**src/logic/pdg_pkg.sv**
```systemverilog
// constants and types shared by the pwm duty/period generator
// Contract
// RULE1 - period is (limit+1) x 4 x prescale clocks
// RULE2 - limit match: clear timer, latch duty, set
// RULE3 - duty beyond period leaves the output unchanged
// RULE4 - ten-bit left-justified duty in high/low bytes
// RULE5 - duty buffered, takes effect at period end
// RULE6 - time base is timer plus two bits
// RULE7 - clock phase at 1:1, else prescaler bits
// RULE8 - high time is duty x clock x prescale
// RULE9 - ten-bit resolution at limit 255
// RULE10 - sleep freezes timer, state and output
// RULE11 - wake resumes timer where it stopped
// RULE12 - all timing derived from system clock
// RULE13 - output falls when time base meets duty
// RULE14 - reset clears state, output low until enabled
package pdg_pkg;

  // ----------------------------------------------------------------
  // register map, byte addresses on the ahb-lite port
  // ----------------------------------------------------------------
  localparam int ADDR_W = 8;
  localparam logic [ADDR_W-1:0] OFS_CTRL = 8'h00;
  localparam logic [ADDR_W-1:0] OFS_PERIOD_LIMIT = 8'h04;
  localparam logic [ADDR_W-1:0] OFS_DUTY_HIGH = 8'h08;
  localparam logic [ADDR_W-1:0] OFS_DUTY_LOW = 8'h0C;
  localparam logic [ADDR_W-1:0] OFS_STATUS = 8'h10;

  // ----------------------------------------------------------------
  // field layout and widths
  // ----------------------------------------------------------------
  localparam int DATA_W = 32;
  localparam int TMR_W = 8;       // period_timer width
  localparam int DUTY_W = 10;     // duty_value width
  localparam int PRE_W = 8;       // prescaler counter, up to 64 x 4
  localparam int CTRL_EN_BIT = 0;
  localparam int CTRL_PSEL_LSB = 1;
  localparam int DUTY_LOW_LSB = 6;  // duty_low<7:6> hold the two lsbs
  localparam int ST_TMR_LSB = 0;
  localparam int ST_LOW_LSB = 8;
  localparam int ST_DUTY_LSB = 10;
  localparam int ST_OUT_BIT = 20;
  localparam int ST_SLEEP_BIT = 21;

  // ----------------------------------------------------------------
  // reset values
  // ----------------------------------------------------------------
  localparam logic [TMR_W-1:0] PERIOD_LIMIT_RST = 8'hFF;
  localparam logic [DUTY_W-1:0] DUTY_RST = 10'h000;
  localparam logic [DATA_W-1:0] WORD_ZERO = 32'h0000_0000;

  // ----------------------------------------------------------------
  // prescale select and prescaler terminal counts (4 x factor - 1)
  // ----------------------------------------------------------------
  typedef enum logic [1:0] {
    PDG_PS_1 = 2'b00,
    PDG_PS_4 = 2'b01,
    PDG_PS_16 = 2'b10,
    PDG_PS_64 = 2'b11
  } pdg_psel_t;
  localparam logic [PRE_W-1:0] TERM_PS_1 = 8'h03;
  localparam logic [PRE_W-1:0] TERM_PS_4 = 8'h0F;
  localparam logic [PRE_W-1:0] TERM_PS_16 = 8'h3F;
  localparam logic [PRE_W-1:0] TERM_PS_64 = 8'hFF;

  // ahb-lite transfer type bit that marks an active transfer
  localparam int HTRANS_ACTIVE_BIT = 1;

endpackage : pdg_pkg

```
**src/logic/pdg_prescaler.sv**
```systemverilog
// system-clock phase counter and timer prescaler
module pdg_prescaler (
  input wire logic clk_i,
  input wire logic rst_i,
  input wire logic run_i,
  input wire logic clear_i,
  input wire pdg_pkg::pdg_psel_t psel_i,
  output logic tick_o,
  output logic [1:0] low_next_o
);

  // ----------------------------------------------------------------
  // counter and terminal count
  // ----------------------------------------------------------------
  logic [pdg_pkg::PRE_W-1:0] cnt_reg;  // clocks within one timer step
  logic [pdg_pkg::PRE_W-1:0] cnt_next;
  logic [pdg_pkg::PRE_W-1:0] term;     // last count of a timer step

  // terminal count per prescale factor
  always_comb begin
    case (psel_i)
      pdg_pkg::PDG_PS_1: term = pdg_pkg::TERM_PS_1;
      pdg_pkg::PDG_PS_4: term = pdg_pkg::TERM_PS_4;
      pdg_pkg::PDG_PS_16: term = pdg_pkg::TERM_PS_16;
      default: term = pdg_pkg::TERM_PS_64;
    endcase
  end

  // >= so a prescale change mid-step cannot run past the terminal
  assign tick_o = run_i && (cnt_reg >= term);

  // next count, held while not running
  always_comb begin
    if (!run_i) begin
      cnt_next = cnt_reg;
    end else if (tick_o) begin
      cnt_next = '0;
    end else begin
      cnt_next = cnt_reg + 1'b1;
    end
  end

  // RULE7 phase or prescaler
  // at 1:1 the two lsbs are the clock phase, else the two
  // prescaler bits just above the divide-by factor
  assign low_next_o = 2'(cnt_next >> {psel_i, 1'b0});

  // counter register, cleared while the block is disabled
  always_ff @(posedge clk_i) begin
    if (rst_i || clear_i) begin
      cnt_reg <= '0;
    end else begin
      cnt_reg <= cnt_next;
    end
  end

endmodule : pdg_prescaler

```
**src/logic/pdg_sync2.sv**
```systemverilog
// two-flop synchroniser for one level from outside the clock domain
module pdg_sync2 (
  input wire logic clk_i,
  input wire logic rst_i,
  input wire logic d_i,
  output logic q_o
);

  // ----------------------------------------------------------------
  // synchroniser chain
  // ----------------------------------------------------------------
  logic meta_reg;  // first stage, read only by the second stage

  // both stages reset to the idle level
  always_ff @(posedge clk_i) begin
    if (rst_i) begin
      meta_reg <= 1'b0;
      q_o <= 1'b0;
    end else begin
      meta_reg <= d_i;
      q_o <= meta_reg;
    end
  end

endmodule : pdg_sync2

```
**src/logic/pdg_top.sv**
```systemverilog
// pwm duty/period generator with ahb-lite register port
module pdg_top (
  input wire logic CORE_CLK_I,
  input wire logic SYS_RST_I,
  input wire logic HSEL_I,
  input wire logic [pdg_pkg::ADDR_W-1:0] HADDR_I,
  input wire logic [1:0] HTRANS_I,
  input wire logic HWRITE_I,
  input wire logic [2:0] HSIZE_I,
  input wire logic [pdg_pkg::DATA_W-1:0] HWDATA_I,
  input wire logic HREADY_I,
  input wire logic SLEEP_I,
  output logic [pdg_pkg::DATA_W-1:0] HRDATA_O,
  output logic HREADYOUT_O,
  output logic HRESP_O,
  output logic WAVEFORM_OUTPUT_O
);

  // ----------------------------------------------------------------
  // software-visible state
  // ----------------------------------------------------------------
  logic enable_reg;                              // modulator on
  pdg_pkg::pdg_psel_t psel_reg;                  // timer prescale
  logic [pdg_pkg::TMR_W-1:0] period_limit_reg;   // period limit
  logic [pdg_pkg::DUTY_W-1:0] duty_buf_reg;      // written duty
  logic [pdg_pkg::DUTY_W-1:0] duty_act_reg;      // latched duty

  // ----------------------------------------------------------------
  // time base state
  // ----------------------------------------------------------------
  logic [pdg_pkg::TMR_W-1:0] period_timer_reg;   // 8-bit timer
  logic [pdg_pkg::TMR_W-1:0] period_timer_next;
  logic [1:0] low_next;                          // time-base lsbs
  logic [1:0] low_reg;                           // for status reads
  logic [pdg_pkg::DUTY_W-1:0] tb_next;           // 10-bit time base
  logic [pdg_pkg::DUTY_W:0] period_len;          // 4 x (limit + 1)
  logic tick;                                    // timer step
  logic period_start;                            // limit reached
  logic sleep_s;                                 // synchronised sleep
  logic run;                                     // counting allowed
  logic out_reg;                                 // waveform level

  // ----------------------------------------------------------------
  // bus state
  // ----------------------------------------------------------------
  logic wr_pend_reg;                             // write data phase
  logic [pdg_pkg::ADDR_W-1:0] wr_addr_reg;       // its address
  logic [pdg_pkg::DATA_W-1:0] hrdata_reg;        // read answer
  logic [pdg_pkg::DATA_W-1:0] rd_word;           // decoded read
  logic hreadyout_reg;                           // never stalls
  logic hresp_reg;                               // always okay
  logic addr_valid;                              // accepted phase

  // ----------------------------------------------------------------
  // sleep request crosses from outside the clock domain
  // ----------------------------------------------------------------
  pdg_sync2 u_sleep_sync (
    .clk_i(CORE_CLK_I),
    .rst_i(SYS_RST_I),
    .d_i(SLEEP_I),
    .q_o(sleep_s)
  );

  // RULE10 sleep stops counting
  // a disabled or sleeping block does not advance
  assign run = enable_reg && !sleep_s;

  // ----------------------------------------------------------------
  // prescaler and phase counter
  // ----------------------------------------------------------------
  // RULE12 clock derived timing
  // every step of the time base is a count of core clocks, so the
  // output frequency follows the clock frequency exactly
  pdg_prescaler u_prescaler (
    .clk_i(CORE_CLK_I),
    .rst_i(SYS_RST_I),
    .run_i(run),
    .clear_i(!enable_reg),
    .psel_i(psel_reg),
    .tick_o(tick),
    .low_next_o(low_next)
  );

  // RULE2 limit match event
  assign period_start = tick && (period_timer_reg == period_limit_reg);

  // next timer value
  always_comb begin
    if (period_start) begin
      period_timer_next = '0;
    end else if (tick) begin
      period_timer_next = period_timer_reg + 1'b1;
    end else begin
      period_timer_next = period_timer_reg;
    end
  end

  // RULE6 ten-bit time base
  // the value the time base takes at the coming edge
  assign tb_next = {period_timer_next, low_next};

  // RULE9 resolution follows limit
  // one period spans 4 x (limit + 1) time-base steps, 1024 at 255
  assign period_len = {({1'b0, period_limit_reg} + 9'h001), 2'b00};

  // ----------------------------------------------------------------
  // period timer
  // ----------------------------------------------------------------
  // RULE11 resume after wake
  // timer holds through sleep and carries on from the same value
  always_ff @(posedge CORE_CLK_I) begin
    if (SYS_RST_I || !enable_reg) begin
      period_timer_reg <= '0;
      low_reg <= 2'b00;
    end else if (run) begin
      period_timer_reg <= period_timer_next;
      low_reg <= low_next;
    end
  end

  // ----------------------------------------------------------------
  // duty latch
  // ----------------------------------------------------------------
  // RULE5 glitch-free double buffer
  // the active duty only moves on a period boundary
  always_ff @(posedge CORE_CLK_I) begin
    if (SYS_RST_I) begin
      duty_act_reg <= pdg_pkg::DUTY_RST;
    end else if (period_start) begin
      duty_act_reg <= duty_buf_reg;
    end
  end

  // ----------------------------------------------------------------
  // waveform output
  // ----------------------------------------------------------------
  // RULE8 high for duty steps
  // rises with the period and falls when the time base about to be
  // loaded equals the duty, giving duty x prescale clocks high
  always_ff @(posedge CORE_CLK_I) begin
    if (SYS_RST_I) begin
      // RULE14 low out of reset
      out_reg <= 1'b0;
    end else if (!enable_reg) begin
      out_reg <= 1'b0;
    end else if (period_start) begin
      if (duty_buf_reg == '0) begin
        // RULE2 no pulse at zero
        out_reg <= 1'b0;
      end else if ({1'b0, duty_buf_reg} > period_len) begin
        // RULE3 overlong duty, hold
        out_reg <= out_reg;
      end else begin
        out_reg <= 1'b1;
      end
    end else if (run && (tb_next == duty_act_reg)) begin
      // RULE13 compare match clears
      out_reg <= 1'b0;
    end
  end

  assign WAVEFORM_OUTPUT_O = out_reg;

  // ----------------------------------------------------------------
  // ahb-lite address phase
  // ----------------------------------------------------------------
  assign addr_valid = HSEL_I && HREADY_I
    && HTRANS_I[pdg_pkg::HTRANS_ACTIVE_BIT];

  // read decode, unmapped words read as zero
  always_comb begin
    rd_word = pdg_pkg::WORD_ZERO;
    if (HADDR_I == pdg_pkg::OFS_CTRL) begin
      rd_word[pdg_pkg::CTRL_EN_BIT] = enable_reg;
      rd_word[pdg_pkg::CTRL_PSEL_LSB +: 2] = psel_reg;
    end else if (HADDR_I == pdg_pkg::OFS_PERIOD_LIMIT) begin
      rd_word[pdg_pkg::TMR_W-1:0] = period_limit_reg;
    end else if (HADDR_I == pdg_pkg::OFS_DUTY_HIGH) begin
      // RULE4 eight msbs
      rd_word[pdg_pkg::TMR_W-1:0] = duty_buf_reg[pdg_pkg::DUTY_W-1:2];
    end else if (HADDR_I == pdg_pkg::OFS_DUTY_LOW) begin
      // RULE4 two lsbs, left-justified
      rd_word[pdg_pkg::DUTY_LOW_LSB +: 2] = duty_buf_reg[1:0];
    end else if (HADDR_I == pdg_pkg::OFS_STATUS) begin
      rd_word[pdg_pkg::ST_TMR_LSB +: pdg_pkg::TMR_W] = period_timer_reg;
      rd_word[pdg_pkg::ST_LOW_LSB +: 2] = low_reg;
      rd_word[pdg_pkg::ST_DUTY_LSB +: pdg_pkg::DUTY_W] = duty_act_reg;
      rd_word[pdg_pkg::ST_OUT_BIT] = out_reg;
      rd_word[pdg_pkg::ST_SLEEP_BIT] = sleep_s;
    end
  end

  // capture write address, register read data for the data phase
  always_ff @(posedge CORE_CLK_I) begin
    if (SYS_RST_I) begin
      wr_pend_reg <= 1'b0;
      wr_addr_reg <= '0;
      hrdata_reg <= pdg_pkg::WORD_ZERO;
    end else begin
      wr_pend_reg <= addr_valid && HWRITE_I;
      if (addr_valid) begin
        wr_addr_reg <= HADDR_I;
      end
      if (addr_valid && !HWRITE_I) begin
        hrdata_reg <= rd_word;
      end
    end
  end

  // zero wait states and okay answers only
  always_ff @(posedge CORE_CLK_I) begin
    if (SYS_RST_I) begin
      hreadyout_reg <= 1'b1;
      hresp_reg <= 1'b0;
    end else begin
      hreadyout_reg <= 1'b1;
      hresp_reg <= 1'b0;
    end
  end

  assign HRDATA_O = hrdata_reg;
  assign HREADYOUT_O = hreadyout_reg;
  assign HRESP_O = hresp_reg;

  // ----------------------------------------------------------------
  // ahb-lite data phase writes
  // ----------------------------------------------------------------
  // control and period limit
  always_ff @(posedge CORE_CLK_I) begin
    if (SYS_RST_I) begin
      enable_reg <= 1'b0;
      psel_reg <= pdg_pkg::PDG_PS_1;
      period_limit_reg <= pdg_pkg::PERIOD_LIMIT_RST;
    end else if (wr_pend_reg) begin
      if (wr_addr_reg == pdg_pkg::OFS_CTRL) begin
        enable_reg <= HWDATA_I[pdg_pkg::CTRL_EN_BIT];
        psel_reg <= pdg_pkg::pdg_psel_t'(
          HWDATA_I[pdg_pkg::CTRL_PSEL_LSB +: 2]);
      end else if (wr_addr_reg == pdg_pkg::OFS_PERIOD_LIMIT) begin
        // RULE1 software period limit
        period_limit_reg <= HWDATA_I[pdg_pkg::TMR_W-1:0];
      end
    end
  end

  // RULE5 writes land in buffer
  // accepted at any time, even mid-period; only the buffer changes
  always_ff @(posedge CORE_CLK_I) begin
    if (SYS_RST_I) begin
      duty_buf_reg <= pdg_pkg::DUTY_RST;
    end else if (wr_pend_reg) begin
      if (wr_addr_reg == pdg_pkg::OFS_DUTY_HIGH) begin
        duty_buf_reg[pdg_pkg::DUTY_W-1:2] <=
          HWDATA_I[pdg_pkg::TMR_W-1:0];
      end else if (wr_addr_reg == pdg_pkg::OFS_DUTY_LOW) begin
        duty_buf_reg[1:0] <= HWDATA_I[pdg_pkg::DUTY_LOW_LSB +: 2];
      end
    end
  end

  // ----------------------------------------------------------------
  // checking helpers: clocks per period, trusted after a clean start
  // ----------------------------------------------------------------
  logic [11:0] chk_len_reg;      // running clocks since last period start
  logic chk_valid_reg;           // config unchanged since a start
  logic [11:0] chk_expect;       // expected clocks per period

  assign chk_expect = 12'(({4'h0, period_limit_reg} + 12'h001)
    << (2 + 2 * psel_reg));

  // counts only running clocks so sleep does not disturb it
  always_ff @(posedge CORE_CLK_I) begin
    if (SYS_RST_I || !enable_reg) begin
      chk_len_reg <= '0;
      chk_valid_reg <= 1'b0;
    end else begin
      if (period_start) begin
        chk_len_reg <= '0;
      end else if (run) begin
        chk_len_reg <= chk_len_reg + 1'b1;
      end
      if (wr_pend_reg && (wr_addr_reg == pdg_pkg::OFS_CTRL
          || wr_addr_reg == pdg_pkg::OFS_PERIOD_LIMIT)) begin
        chk_valid_reg <= 1'b0;
      end else if (period_start) begin
        chk_valid_reg <= 1'b1;
      end
    end
  end

  // ----------------------------------------------------------------
  // assertions
  // ----------------------------------------------------------------
  property p_period_len;  // RULE1
    @(posedge CORE_CLK_I) disable iff (SYS_RST_I)
      (period_start && chk_valid_reg) |->
        (chk_len_reg == chk_expect - 12'h001);
  endproperty
  a_period_len: assert property (p_period_len)  // RULE1
    else $error("period length does not match limit and prescale");

  property p_wrap;  // RULE2
    @(posedge CORE_CLK_I) disable iff (SYS_RST_I)
      (period_start && !wr_pend_reg) |=>
        (period_timer_reg == '0) && (duty_act_reg == $past(duty_buf_reg));
  endproperty
  a_wrap: assert property (p_wrap)  // RULE2
    else $error("timer not cleared or duty not latched at wrap");

  property p_rise;  // RULE2
    @(posedge CORE_CLK_I) disable iff (SYS_RST_I)
      (period_start && enable_reg && duty_buf_reg != '0
        && {1'b0, duty_buf_reg} <= period_len) |=> WAVEFORM_OUTPUT_O;
  endproperty
  a_rise: assert property (p_rise)  // RULE2
    else $error("output not set at period start");

  property p_overlong;  // RULE3
    @(posedge CORE_CLK_I) disable iff (SYS_RST_I)
      (period_start && {1'b0, duty_buf_reg} > period_len) |=>
        (WAVEFORM_OUTPUT_O == $past(WAVEFORM_OUTPUT_O));
  endproperty
  a_overlong: assert property (p_overlong)  // RULE3
    else $error("overlong duty changed the output");

  property p_duty_hold;  // RULE5
    @(posedge CORE_CLK_I) disable iff (SYS_RST_I)
      !period_start |=> $stable(duty_act_reg);
  endproperty
  a_duty_hold: assert property (p_duty_hold)  // RULE5
    else $error("active duty changed away from a period boundary");

  property p_sleep_freeze;  // RULE10
    @(posedge CORE_CLK_I) disable iff (SYS_RST_I)
      (sleep_s && enable_reg) [*2] |->
        $stable(period_timer_reg) && $stable(WAVEFORM_OUTPUT_O);
  endproperty
  a_sleep_freeze: assert property (p_sleep_freeze)  // RULE10
    else $error("state moved during sleep");

  property p_fall;  // RULE13
    @(posedge CORE_CLK_I) disable iff (SYS_RST_I)
      (run && !period_start && tb_next == duty_act_reg) |=>
        !WAVEFORM_OUTPUT_O;
  endproperty
  a_fall: assert property (p_fall)  // RULE13
    else $error("output not cleared at duty match");

  property p_disabled_low;  // RULE14
    @(posedge CORE_CLK_I) disable iff (SYS_RST_I)
      !enable_reg |=> !WAVEFORM_OUTPUT_O && (period_timer_reg == '0);
  endproperty
  a_disabled_low: assert property (p_disabled_low)  // RULE14
    else $error("output or timer active while disabled");

endmodule : pdg_top

```
**config.mk**
```make
export PLATFORM = sky130hd
export DESIGN_NAME = pdg_top
export DESIGN_NICKNAME = d
export VERILOG_FILES = /design/src/logic/pdg_pkg.sv /design/src/logic/pdg_prescaler.sv /design/src/logic/pdg_sync2.sv /design/src/logic/pdg_top.sv
export SDC_FILE = /design/constraint.sdc
export NUM_CORES = 1
export LEC_CHECK = 0
export ABC_AREA = 1
export BUFFER_PORTS_ARGS = -buffer_cell sky130_fd_sc_hd__buf_2
export CORE_UTILIZATION = 60
export CTS_BUF_LIST = sky130_fd_sc_hd__clkbuf_8
export CTS_CLUSTER_SIZE = 8
export DETAILED_ROUTE_END_ITERATION = 16
export GPL_ROUTABILITY_DRIVEN = 0
export PLACE_DENSITY_LB_ADDON = 0.2
export SLEW_MARGIN = 30
export SYNTH_ARGS = -nofsm -noshare
export SYNTH_HDL_FRONTEND = slang
export SYNTH_HIERARCHICAL = 1
export SYNTH_SLANG_ARGS = --single-unit
```
**constraint.sdc**
```tcl
create_clock -name CORE_CLK_I -period 6.1 [get_ports CORE_CLK_I]
set_clock_uncertainty 0.15 [all_clocks]
set_input_delay 1.22 -clock CORE_CLK_I [delete_from_list [all_inputs] [get_ports CORE_CLK_I]]
set_output_delay 1.22 -clock CORE_CLK_I [all_outputs]
set_load 0.03 [all_outputs]
```
Word-level counts from Yosys, hierarchy flattened:

Cells that the tools add are included.

* flip-flop bits (word level): 83
* bits in latches: 0
* RAM bits: 0
* ROM bits: 0
* input port bits: 51
* word-level logic and storage cells: 78
* memories: 0

* $add $sub $neg: 3
* $mul: 0
* divide/modulo/power cells: 0
* order comparisons: 2
* eq/ne operators: 12
* shift-type cells: 1
* muxes and demuxes: 19
* bitwise operators: 3
* reductions and logical operators: 23

Operators with widths (count)
* $mux 8: 6
* $mux 14: 3
* $eq 8x4->1 const B: 4
* $pmux 8 s3: 1
* $mux 22: 1
* $mux 19: 1
* $add 8x1->8 const B: 2
* $eq 8x3->1 const B: 2
* $logic_not 8->1: 2
* $gt 10x11->1: 1
* $eq 10x10->1: 1
* $logic_not 10->1: 1
* $add 8x1->9 const B: 1
* $eq 8x5->1 const B: 1
* $eq 8x8->1: 1
* $ge 8x8->1: 1
* $logic_and 1x1->1: 8
* $shr 8x3->2: 1
* $mux 6: 1
* $reduce_and 2->1: 3
* $reduce_and 3->1: 2
* $mux 1: 4
* $logic_not 1->1: 3
* $mux 3: 1
* 9 further kinds: 11

Longest topological paths before layout:

Gate-level depths: netlist of the first run.

* word-level depth: 11
* depth in mapped cells: 23
* mapped depth without buffers: 23

By module:

The synthesis of the first run kept the hierarchy.

By module, submodules not included
* pdg_top: times used 1, cells an instance 565, area each 3856.2 µm², sequential area each 1461.4 µm²
* pdg_prescaler: times used 1, cells an instance 101, area each 635.6 µm², sequential area each 160.2 µm²
* pdg_sync2: times used 1, cells an instance 6, area each 55.1 µm², sequential area each 40.0 µm²

Worst setup path before layout of the first run:

No wires, ideal clock.

* path kind: reg2reg
* from: reg psel_reg[0]
* to: reg period_timer_reg[1] (netlist bit)
* arrival: 2346 ps
* required time: 5817 ps
* slack: 3471 ps
* stages on the path, launching flop included: 19
* path buffers: 3
* clock period less this slack: 2629 ps
* cell sequence: dfxtp_1 nand2_1 ha_1 nand2_1 nor2_1 nand2_1 nand2_1 nand2_1 inv_1 buf_6 inv_2 a21oi_1 nand2_1 nor2_1 nand3_2 buf_6 buf_4 a31oi_1 a211oi_1

* word-level cells in the longest chain between the ends: 6
* elaborated cells on any way between the ends: 9
* those cells by class: order compare (1); eq/ne (2); mux (3); reduce/logical (3)

Ends and longest elaborated chain
* start, declared: RTL line pdg_top.sv:23 `pdg_pkg::pdg_psel_t psel_reg;`
* start signal, assigned: RTL line pdg_top.sv:232 `psel_reg <= pdg_pkg::PDG_PS_1;`
* start signal, assigned: RTL line pdg_top.sv:237 `psel_reg <= pdg_pkg::pdg_psel_t'(`
* $eq 2x2->1, or another cell as far along: RTL line pdg_prescaler.sv:21 `case (psel_i)`
* $pmux 8 s3 *: RTL line pdg_prescaler.sv:21
* $ge 8x8->1 *: RTL line pdg_prescaler.sv:30 `assign tick_o = run_i && (cnt_reg >= term);`
* $logic_and 1x1->1 *: RTL line pdg_prescaler.sv:30
* named net tick: RTL line pdg_top.sv:37 `logic tick;`
* $mux 8 / $logic_and 1x1->1 (equally long branches): RTL line pdg_top.sv:91, pdg_top.sv:85
* $mux 8 *: RTL line pdg_top.sv:89 `if (period_start) begin`
* end signal, assigned: RTL line pdg_top.sv:116 `period_timer_reg <= period_timer_next;`
* end, declared: RTL line pdg_top.sv:31 `logic [pdg_pkg::TMR_W-1:0] period_timer_reg;`

The timed path passes the listed nets; every way through them passes the cells marked *.
A chain may end at the register's enable or synchronous reset.

Worst setup path in the final report of the first run:

* from: reg psel_reg[0]
* to: reg out_reg, in the netlist WAVEFORM_OUTPUT_O

* word-level cells in the longest chain between the ends: 11
* elaborated cells on any way between the ends: 18
* those cells by class: order compare (1); eq/ne (4); shift (1); mux (6); reduce/logical (6)

Ends and longest elaborated chain
* $eq 2x2->1, or another cell as far along: RTL line pdg_prescaler.sv:21
* $pmux 8 s3 *: RTL line pdg_prescaler.sv:21
* $ge 8x8->1 *: RTL line pdg_prescaler.sv:30
* $logic_and 1x1->1 *: RTL line pdg_prescaler.sv:30
* named net tick: RTL line pdg_top.sv:37
* $mux 8: RTL line pdg_prescaler.sv:36 `end else if (tick_o) begin`
* $mux 8: RTL line pdg_prescaler.sv:34 `if (!run_i) begin`
* $shr 8x3->2: RTL line pdg_prescaler.sv:46 `assign low_next_o = 2'(cnt_next >> {psel_i, 1'b0});`
* $eq 10x10->1: RTL line pdg_top.sv:156 `end else if (run && (tb_next == duty_act_reg)) begin`
* $logic_and 1x1->1: RTL line pdg_top.sv:156
* $reduce_bool 2->1 (no line)
* $reduce_and 2->1 (no line)
* end signal, assigned: RTL line pdg_top.sv:152 `out_reg <= out_reg;`
* end, declared: RTL line pdg_top.sv:41 `logic out_reg;`

Marks and branches as above.

==> reports/results.tsv, run 1 <==
stage	metric	value	unit
routing	final WL	11400	um
worst_setup_path	R2R setup slack	2.30	ns
yosys	Post-synth EDFFs	0	
clocking	# H-tree levels	3	
die	Die X	89.1	um
clocking	Setup Buffers After CTS	0	
clocking	hold_buf cts	0	
yosys	synth cell count leaders	152 x nand2_1, 87 x inv_1, 83 x dfxtp_1	
yosys	#FFs+latches synth	83	
yosys	Cell variety after synth	35	
yosys	largest family of logic cells by synthesized area	simple AND/OR/NAND/NOR gates	
yosys	sequential area share after synthesis	0.365	
die	Die Y	89.1	um
final_layout	final core utilization	0.677	
global_routing	total global routing overflow	0	
timing	part of the cycle the worst path needs	0.623	
timing	final slew viol count	0	
final_layout	area grow syn2layout	8.53	%
worst_setup_path	CP arrival	3.90	ns
worst_setup_path	Critical Path Start Type	flip-flop	
hold_path	Hold Path Class	reg -> reg	
timing	worst slew pin tran	0.885	ns
routing	DRT antenna net count	0	
final_layout	Inserted Diodes	0	
timing	FMAX	263	MHz
yosys	cell accounting for the most synthesized area	dfxtp_1	
yosys	Compound-Gate Fraction of Synth Area	0.165	
timing	final hold vios	0	
timing	Period minus WS final	3.80	ns
worst_setup_path	required time of the critical path	6.21	ns
outcome	status	finished clean	
worst_setup_path	CP endpoint kind	flip-flop	
clocking	post-CTS sizing	0	
yosys	mux share of post-synthesis cell area	0	
final_layout	nets@finish	774	
power_and_ir_drop	Switching Power	0.253	mW
power_and_ir_drop	Flop pwr share	0.541	
routing	TritonRoute pass-1 iters	5	
clocking	Inserted Clock Buffers	9	
yosys	post-synthesis simple-gate area fraction	0.281	
power_and_ir_drop	PD cells	205	mW/mm2
routing	DR vias/cell	5.70	
die	core area	0.00729	mm2
clocking	CTS tree	built	
worst_setup_path	Worst Path Max Fanout	29	
die	Rows	31	
die	Initial Util	0.624	
worst_setup_path	CP Class	reg -> reg	
worst_setup_path	slowest stage delay, CP	0.49	ns
place	DPL Wire Length	8590	um
yosys	Post-Synth XOR/XNOR Area	0.0231	
die	die area	0.00793	mm2
timing	# setup viols final	0	
yosys	dominant synthesized flop cell	dfxtp_1	
routing	drt drc	0	
die	number of I/O pins	86	
yosys	Mapped Area	0.00455	mm2
global_routing	largest net degree at the start of global routing	39	
flow_run	Max Cap Viol	0	
worst_setup_path	CP cell instances	nand2_1 > ha_1 > nand2_1 > nor2_1 > nand2_1 > nand2_1 > nand2_1 > inv_1 > inv_2 > a21oi_1 > nand2_1 > nor2_1 > nand3_2 > inv_1 > nand3_1 > nand2_1 > inv_1 > nand2_1 > nor2_1	
place	Buffers on Ports	45	
yosys	FFs w/ async S/R, synth	0	
power_and_ir_drop	Int Pwr	0.761	mW
timing	Slew headroom	0.406	
power_and_ir_drop	Clock power frac	0.401	
global_routing	total track usage	0.311	
routing	drt initial violations	356	
final_layout	max FFs per register	22	
timing	unrepaired setup endpoints after global routing	no	
clocking	clock sink count	83	
final_layout	layout cells sized above 1	0.103	
yosys	adder-cell share of the synthesized area	0.0468	
clocking	Skew-Pair Late Insertion Delay	0.36	ns
global_routing	antenna violations before repair	0	
timing	Sum Neg Setup Slack	0	ns
clocking	worst-case clock buffer depth	2	
yosys	Synth top area share	0.365	
worst_setup_path	delay-heaviest family, CP	simple AND/OR/NAND/NOR gates	
yosys	syn_area_per_cell	6.77	um2
clocking	clk slew on worst S/H paths	0.09	ns
global_routing	first-pass GRT wire length	18900	um
routing	Via Count	4614	
power_and_ir_drop	Leakage	2.25	nW
worst_setup_path	Buf/Inv on CP	4	
yosys	Mapped Cells	672	
worst_setup_path	slowest CP cell	dfxtp_1	
clocking	clock root buffer	clkbuf_8	
worst_setup_path	Critical Path Most Common Cell	nand2_1	
power_and_ir_drop	Max rail drop VDD	140	uV
global_routing	vias in the first global route	4157	
routing	WL per Instance	14.1	um
yosys	most numerous cell in the Yosys netlist	nand2_1	
power_and_ir_drop	sw frac	0.249	
yosys	top post-synthesis cells by area	dfxtp_1 37%, nand2_1 13%, a21oi_1 8.4%	
final_layout	filler cell count	683	
power_and_ir_drop	Gate power share	0.059	
yosys	synthesis warning total	6	
-- through the flow --
stage	hold slack (ns)	worst slack [ns]	power, mW	std cells	instance area [um2]
3_5_place_dp	0.256	2.35	0.619	794	4730
2_1_floorplan	0.238	3.47	0.607	682	4580
4_1_cts	0.272	2.36	1.02	810	4930
5_1_grt	0.277	1.97	1.05	810	4930
3_3_place_gp	0.247	2.40	0.618	794	4730
6_report	0.266	2.30	1.01	810	4930
-- power by group through the flow --
stage                     logic (mW)  clock network (mW)  registers, mW
final                         0.0595               0.406          0.548
after global routing          0.0668               0.433          0.549
after CTS                     0.0588               0.409          0.548
after detailed placement      0.0583                   0          0.561
after global placement        0.0569                   0          0.561
after floorplan               0.0466                   0          0.561
-- kinds of logic (layout without fill, tap and decap cells) --
family / Yosys count / count (layout)
AO/OA/AOI/OAI: 141 / 141
other: 2 / 12
buffers and inverters: 121 / 150
AND/OR/NAND/NOR: 296 / 296
adder cells (fa/ha/maj): 17 / 17
flip-flops: 83 / 83
XOR/XNOR: 12 / 12
-- layer usage --
layer / up-vias / routed length [um] / global-route usage / share of wire
met2: 197 / 5260 / 0.520 / 0.46
met3: 44 / 722 / 0.0471 / 0.063
met4: 0 / 441 / 0.149 / 0.039
met1: 2123 / 5010 / 0.397 / 0.44
met5: - / 0 / 0 / 0
li1: 2250 / - / - / -
-- layout by cell type (no fill, tap or decap), drive strengths merged, types with 7 or more instances in the layout --
cell type,count
nand2,154
o21ai,46
ha,17
dfxtp,83
inv,89
nand3,67
a21oi,76
buf,45
xor2,10
a211oi,7
nand4,8
nor3,11
conb,12
clkbuf,10
nor2,49
-- final cells by class --
class | instances | area (um2) | area share
multi-input cells | 478 | 2390 | 0.484
repair buffers | 45 | 225 | 0.0456
inverters | 89 | 334 | 0.0677
clock buffers | 10 | 138 | 0.0279
clock inverters | 6 | 63.8 | 0.0129
flip-flops and latches | 83 | 1660 | 0.337
well taps | 99 | 124 | 0.0251
-- final timing paths --
kind | start | cells after the start | endpoint
max | psel_reg[0] | 19 | WAVEFORM_OUTPUT_O
max reg2reg | psel_reg[0] | 19 | WAVEFORM_OUTPUT_O
min | u_sleep_sync/meta_reg | 2 | u_sleep_sync/q_o
min reg2reg | u_sleep_sync/meta_reg | 2 | u_sleep_sync/q_o
-- tightest hold or removal path, delay by kind of cell (launching register included) --
kind                   cells  cell delay, ns
and+or+nand+nor            1            0.03
DFF                        1            0.31
buffers and inverters      1            0.04
(Power assumes the default switching activity.)
==> run 2: changes to the inputs <==
Settings changed: CORE_UTILIZATION 60 to 52.
Clock period 6.1 ns to 3.4 ns, I/O delays scaled along.
==> reports/results.tsv, run 2 (synthesis gave the netlist of run 1 again) <==
stage	metric	value	unit
outcome	status	finished clean	
routing	final WL	11200	um
die	Initial Util	0.545	
die	core area	0.00834	mm2
worst_setup_path	Critical Path Most Common Cell	nand2_1	
routing	Via Count	4442	
final_layout	most common cell after layout, fill and taps aside	nand2_1	
worst_setup_path	Buf/Inv on CP	4	
worst_setup_path	required time of the critical path	3.52	ns
clocking	CTS tree	built	
routing	DRT antenna net count	0	
final_layout	most frequent cells in the layout	152 x nand2_1, 86 x inv_1, 82 x dfxtp_1	
die	Die Y	95.5	um
final_layout	Inserted Diodes	0	
routing	DR vias/cell	5.38	
worst_setup_path	worst r2r dst	WAVEFORM_OUTPUT_O	
worst_setup_path	slowest stage delay, CP	0.46	ns
routing	drt drc	0	
worst_setup_path	CP endpoint kind	flip-flop	
clocking	hold_buf cts	0	
timing	part of the cycle the worst path needs	0.891	
hold_path	Hold Path Class	reg -> reg	
final_layout	max FFs per register	22	
die	die area	0.00912	mm2
global_routing	antenna violations before repair	0	
clocking	Inserted Clock Buffers	9	
routing	TritonRoute pass-1 iters	5	
routing	WL per Instance	13.6	um
flow_run	Max Cap Viol	0	
final_layout	footprint of the multi-input gates	0.00239	mm2
hold_path	hold path start	u_sleep_sync/meta_reg	
timing	Period minus WS final	3.03	ns
power_and_ir_drop	PD cells	369	mW/mm2
global_routing	total track usage	0.268	
worst_setup_path	slowest CP cell	dfxtp_1	
timing	final hold slack	0.270	ns
timing	final slew viol count	0	
place	Buffers on Ports	45	
timing	unrepaired setup endpoints after global routing	no	
clocking	Skew-Pair Late Insertion Delay	0.37	ns
worst_setup_path	Critical Path Start Type	flip-flop	
timing	final hold vios	0	
die	Rows	33	
final_layout	area grow syn2layout	10.4	%
clocking	clock sink count	83	
global_routing	total global routing overflow	0	
global_routing	first-pass GRT wire length	18800	um
clocking	clk slew on worst S/H paths	0.09	ns
final_layout	layout cells sized above 1	0.117	
worst_setup_path	R2R setup slack	0.37	ns
die	Die X	95.5	um
worst_setup_path	stages on the worst setup path	19	
clocking	# H-tree levels	3	
timing	worst slew pin tran	0.873	ns
place	DPL Wire Length	8600	um
timing	Sum Neg Setup Slack	0	ns
worst_setup_path	CP Class	reg -> reg	
worst_setup_path	Worst Path Max Fanout	18	
hold_path	Hold EP	u_sleep_sync/q_o	
power_and_ir_drop	Leakage	2.30	nW
place	Post-Place Worst Slack	0.364	ns
die	number of I/O pins	86	
global_routing	largest net degree at the start of global routing	39	
worst_setup_path	CP arrival	3.15	ns
power_and_ir_drop	Max rail drop VDD	201	uV
final_layout	filler cell count	829	
worst_setup_path	worst-case reg-to-reg path depth	19	
timing	FMAX	330	MHz
final_layout	register area	0.00166	mm2
clocking	worst-case clock buffer depth	2	
routing	drt initial violations	244	
power_and_ir_drop	Final Power	1.85	mW
timing	final worst slack	0.370	ns
timing	Slew headroom	0.414	
timing	# setup viols final	0	
worst_setup_path	CP cell instances	nand2_1 > ha_1 > nand2_1 > inv_1 > a21oi_1 > nand2_1 > nand2_1 > inv_1 > inv_2 > a21oi_1 > nand2_1 > nor2_1 > nand3_2 > buf_4 > nand2_1 > nand2_1 > nand4_1 > nor2_1 > nor2_1	
worst_setup_path	delay-heaviest family, CP	simple AND/OR/NAND/NOR gates	
worst_setup_path	Worst R2R Start	psel_reg[1]	
clocking	clock root buffer	clkbuf_8	
final_layout	nets@finish	783	
hold_path	Hold Crit Depth	2	
global_routing	vias in the first global route	4063	
==> run 2: cell count changes in the layout (fill, tap and decap cells not counted), sizes merged <==
| cell | previous run | this run |
|---|---|---|
| buf | 45 | 54 |
| clkinv | 3 | 1 |
| inv | 89 | 91 |
==> run 2: worst min-delay path, delay by kind of cell (launching register included) <==
family | cells | cell delay (ns)
flops | 1 | 0.31
simple gates | 1 | 0.03
buf+inv | 1 | 0.04
==> run 2: cell type report <==
type,instances,share of cell area
inverters,89,0.0665
repair buffers,54,0.0583
flip-flops and latches,83,0.331
clock inverters,6,0.0142
multi-input cells,478,0.476
clock buffers,10,0.0274
well taps,105,0.0262
==> run 2: timing repair <==
action / in CTS / in global routing
setup buffers: 0 / 0
endpoints found under the hold margin: 0 / 0
gates resized for setup: 0 / 2
setup endpoints to repair: 0 / 1
==> run 2: metrics by stage <==
step | instances | utilization | cell area, um2
2_1_floorplan | 682 | - | 4580
3_3_place_gp | 809 | 0.577 | 4810
3_5_place_dp | 809 | 0.577 | 4810
4_1_cts | 825 | 0.602 | 5020
5_1_grt | 825 | 0.602 | 5020
6_report | 825 | 0.602 | 5020
==> run 2: report_power, final <==
part	leakage, nW	internal, mW	switching [mW]
clock	0.0999	0.367	0.390
combinational	1.53	0.0300	0.0792
sequential	0.671	0.979	0.00463
total	2.30	1.38	0.474
==> run 2: how the worst max path moves through the flow <==
stage | from | end | slack [ns]
2_1_floorplan | psel_reg[0] | period_timer_reg[1] | 0.77
3_3_place_gp | psel_reg[0] | WAVEFORM_OUTPUT_O | 0.43
3_5_place_dp | psel_reg[0] | WAVEFORM_OUTPUT_O | 0.36
4_1_cts | psel_reg[0] | WAVEFORM_OUTPUT_O | 0.32
5_1_grt | psel_reg[1] | WAVEFORM_OUTPUT_O | 0.01
6_report | psel_reg[1] | WAVEFORM_OUTPUT_O | 0.37
==> run 2: metal layers <==
| metal | wire length, um | vias up | GRT usage |
|---|---|---|---|
| met1 | 5070 | 1974 | 0.345 |
| met4 | 361 | 0 | 0.118 |
| met3 | 729 | 27 | 0.0423 |
| li1 | - | 2275 | - |
| met5 | 0 | - | 0 |
| met2 | 5040 | 166 | 0.440 |
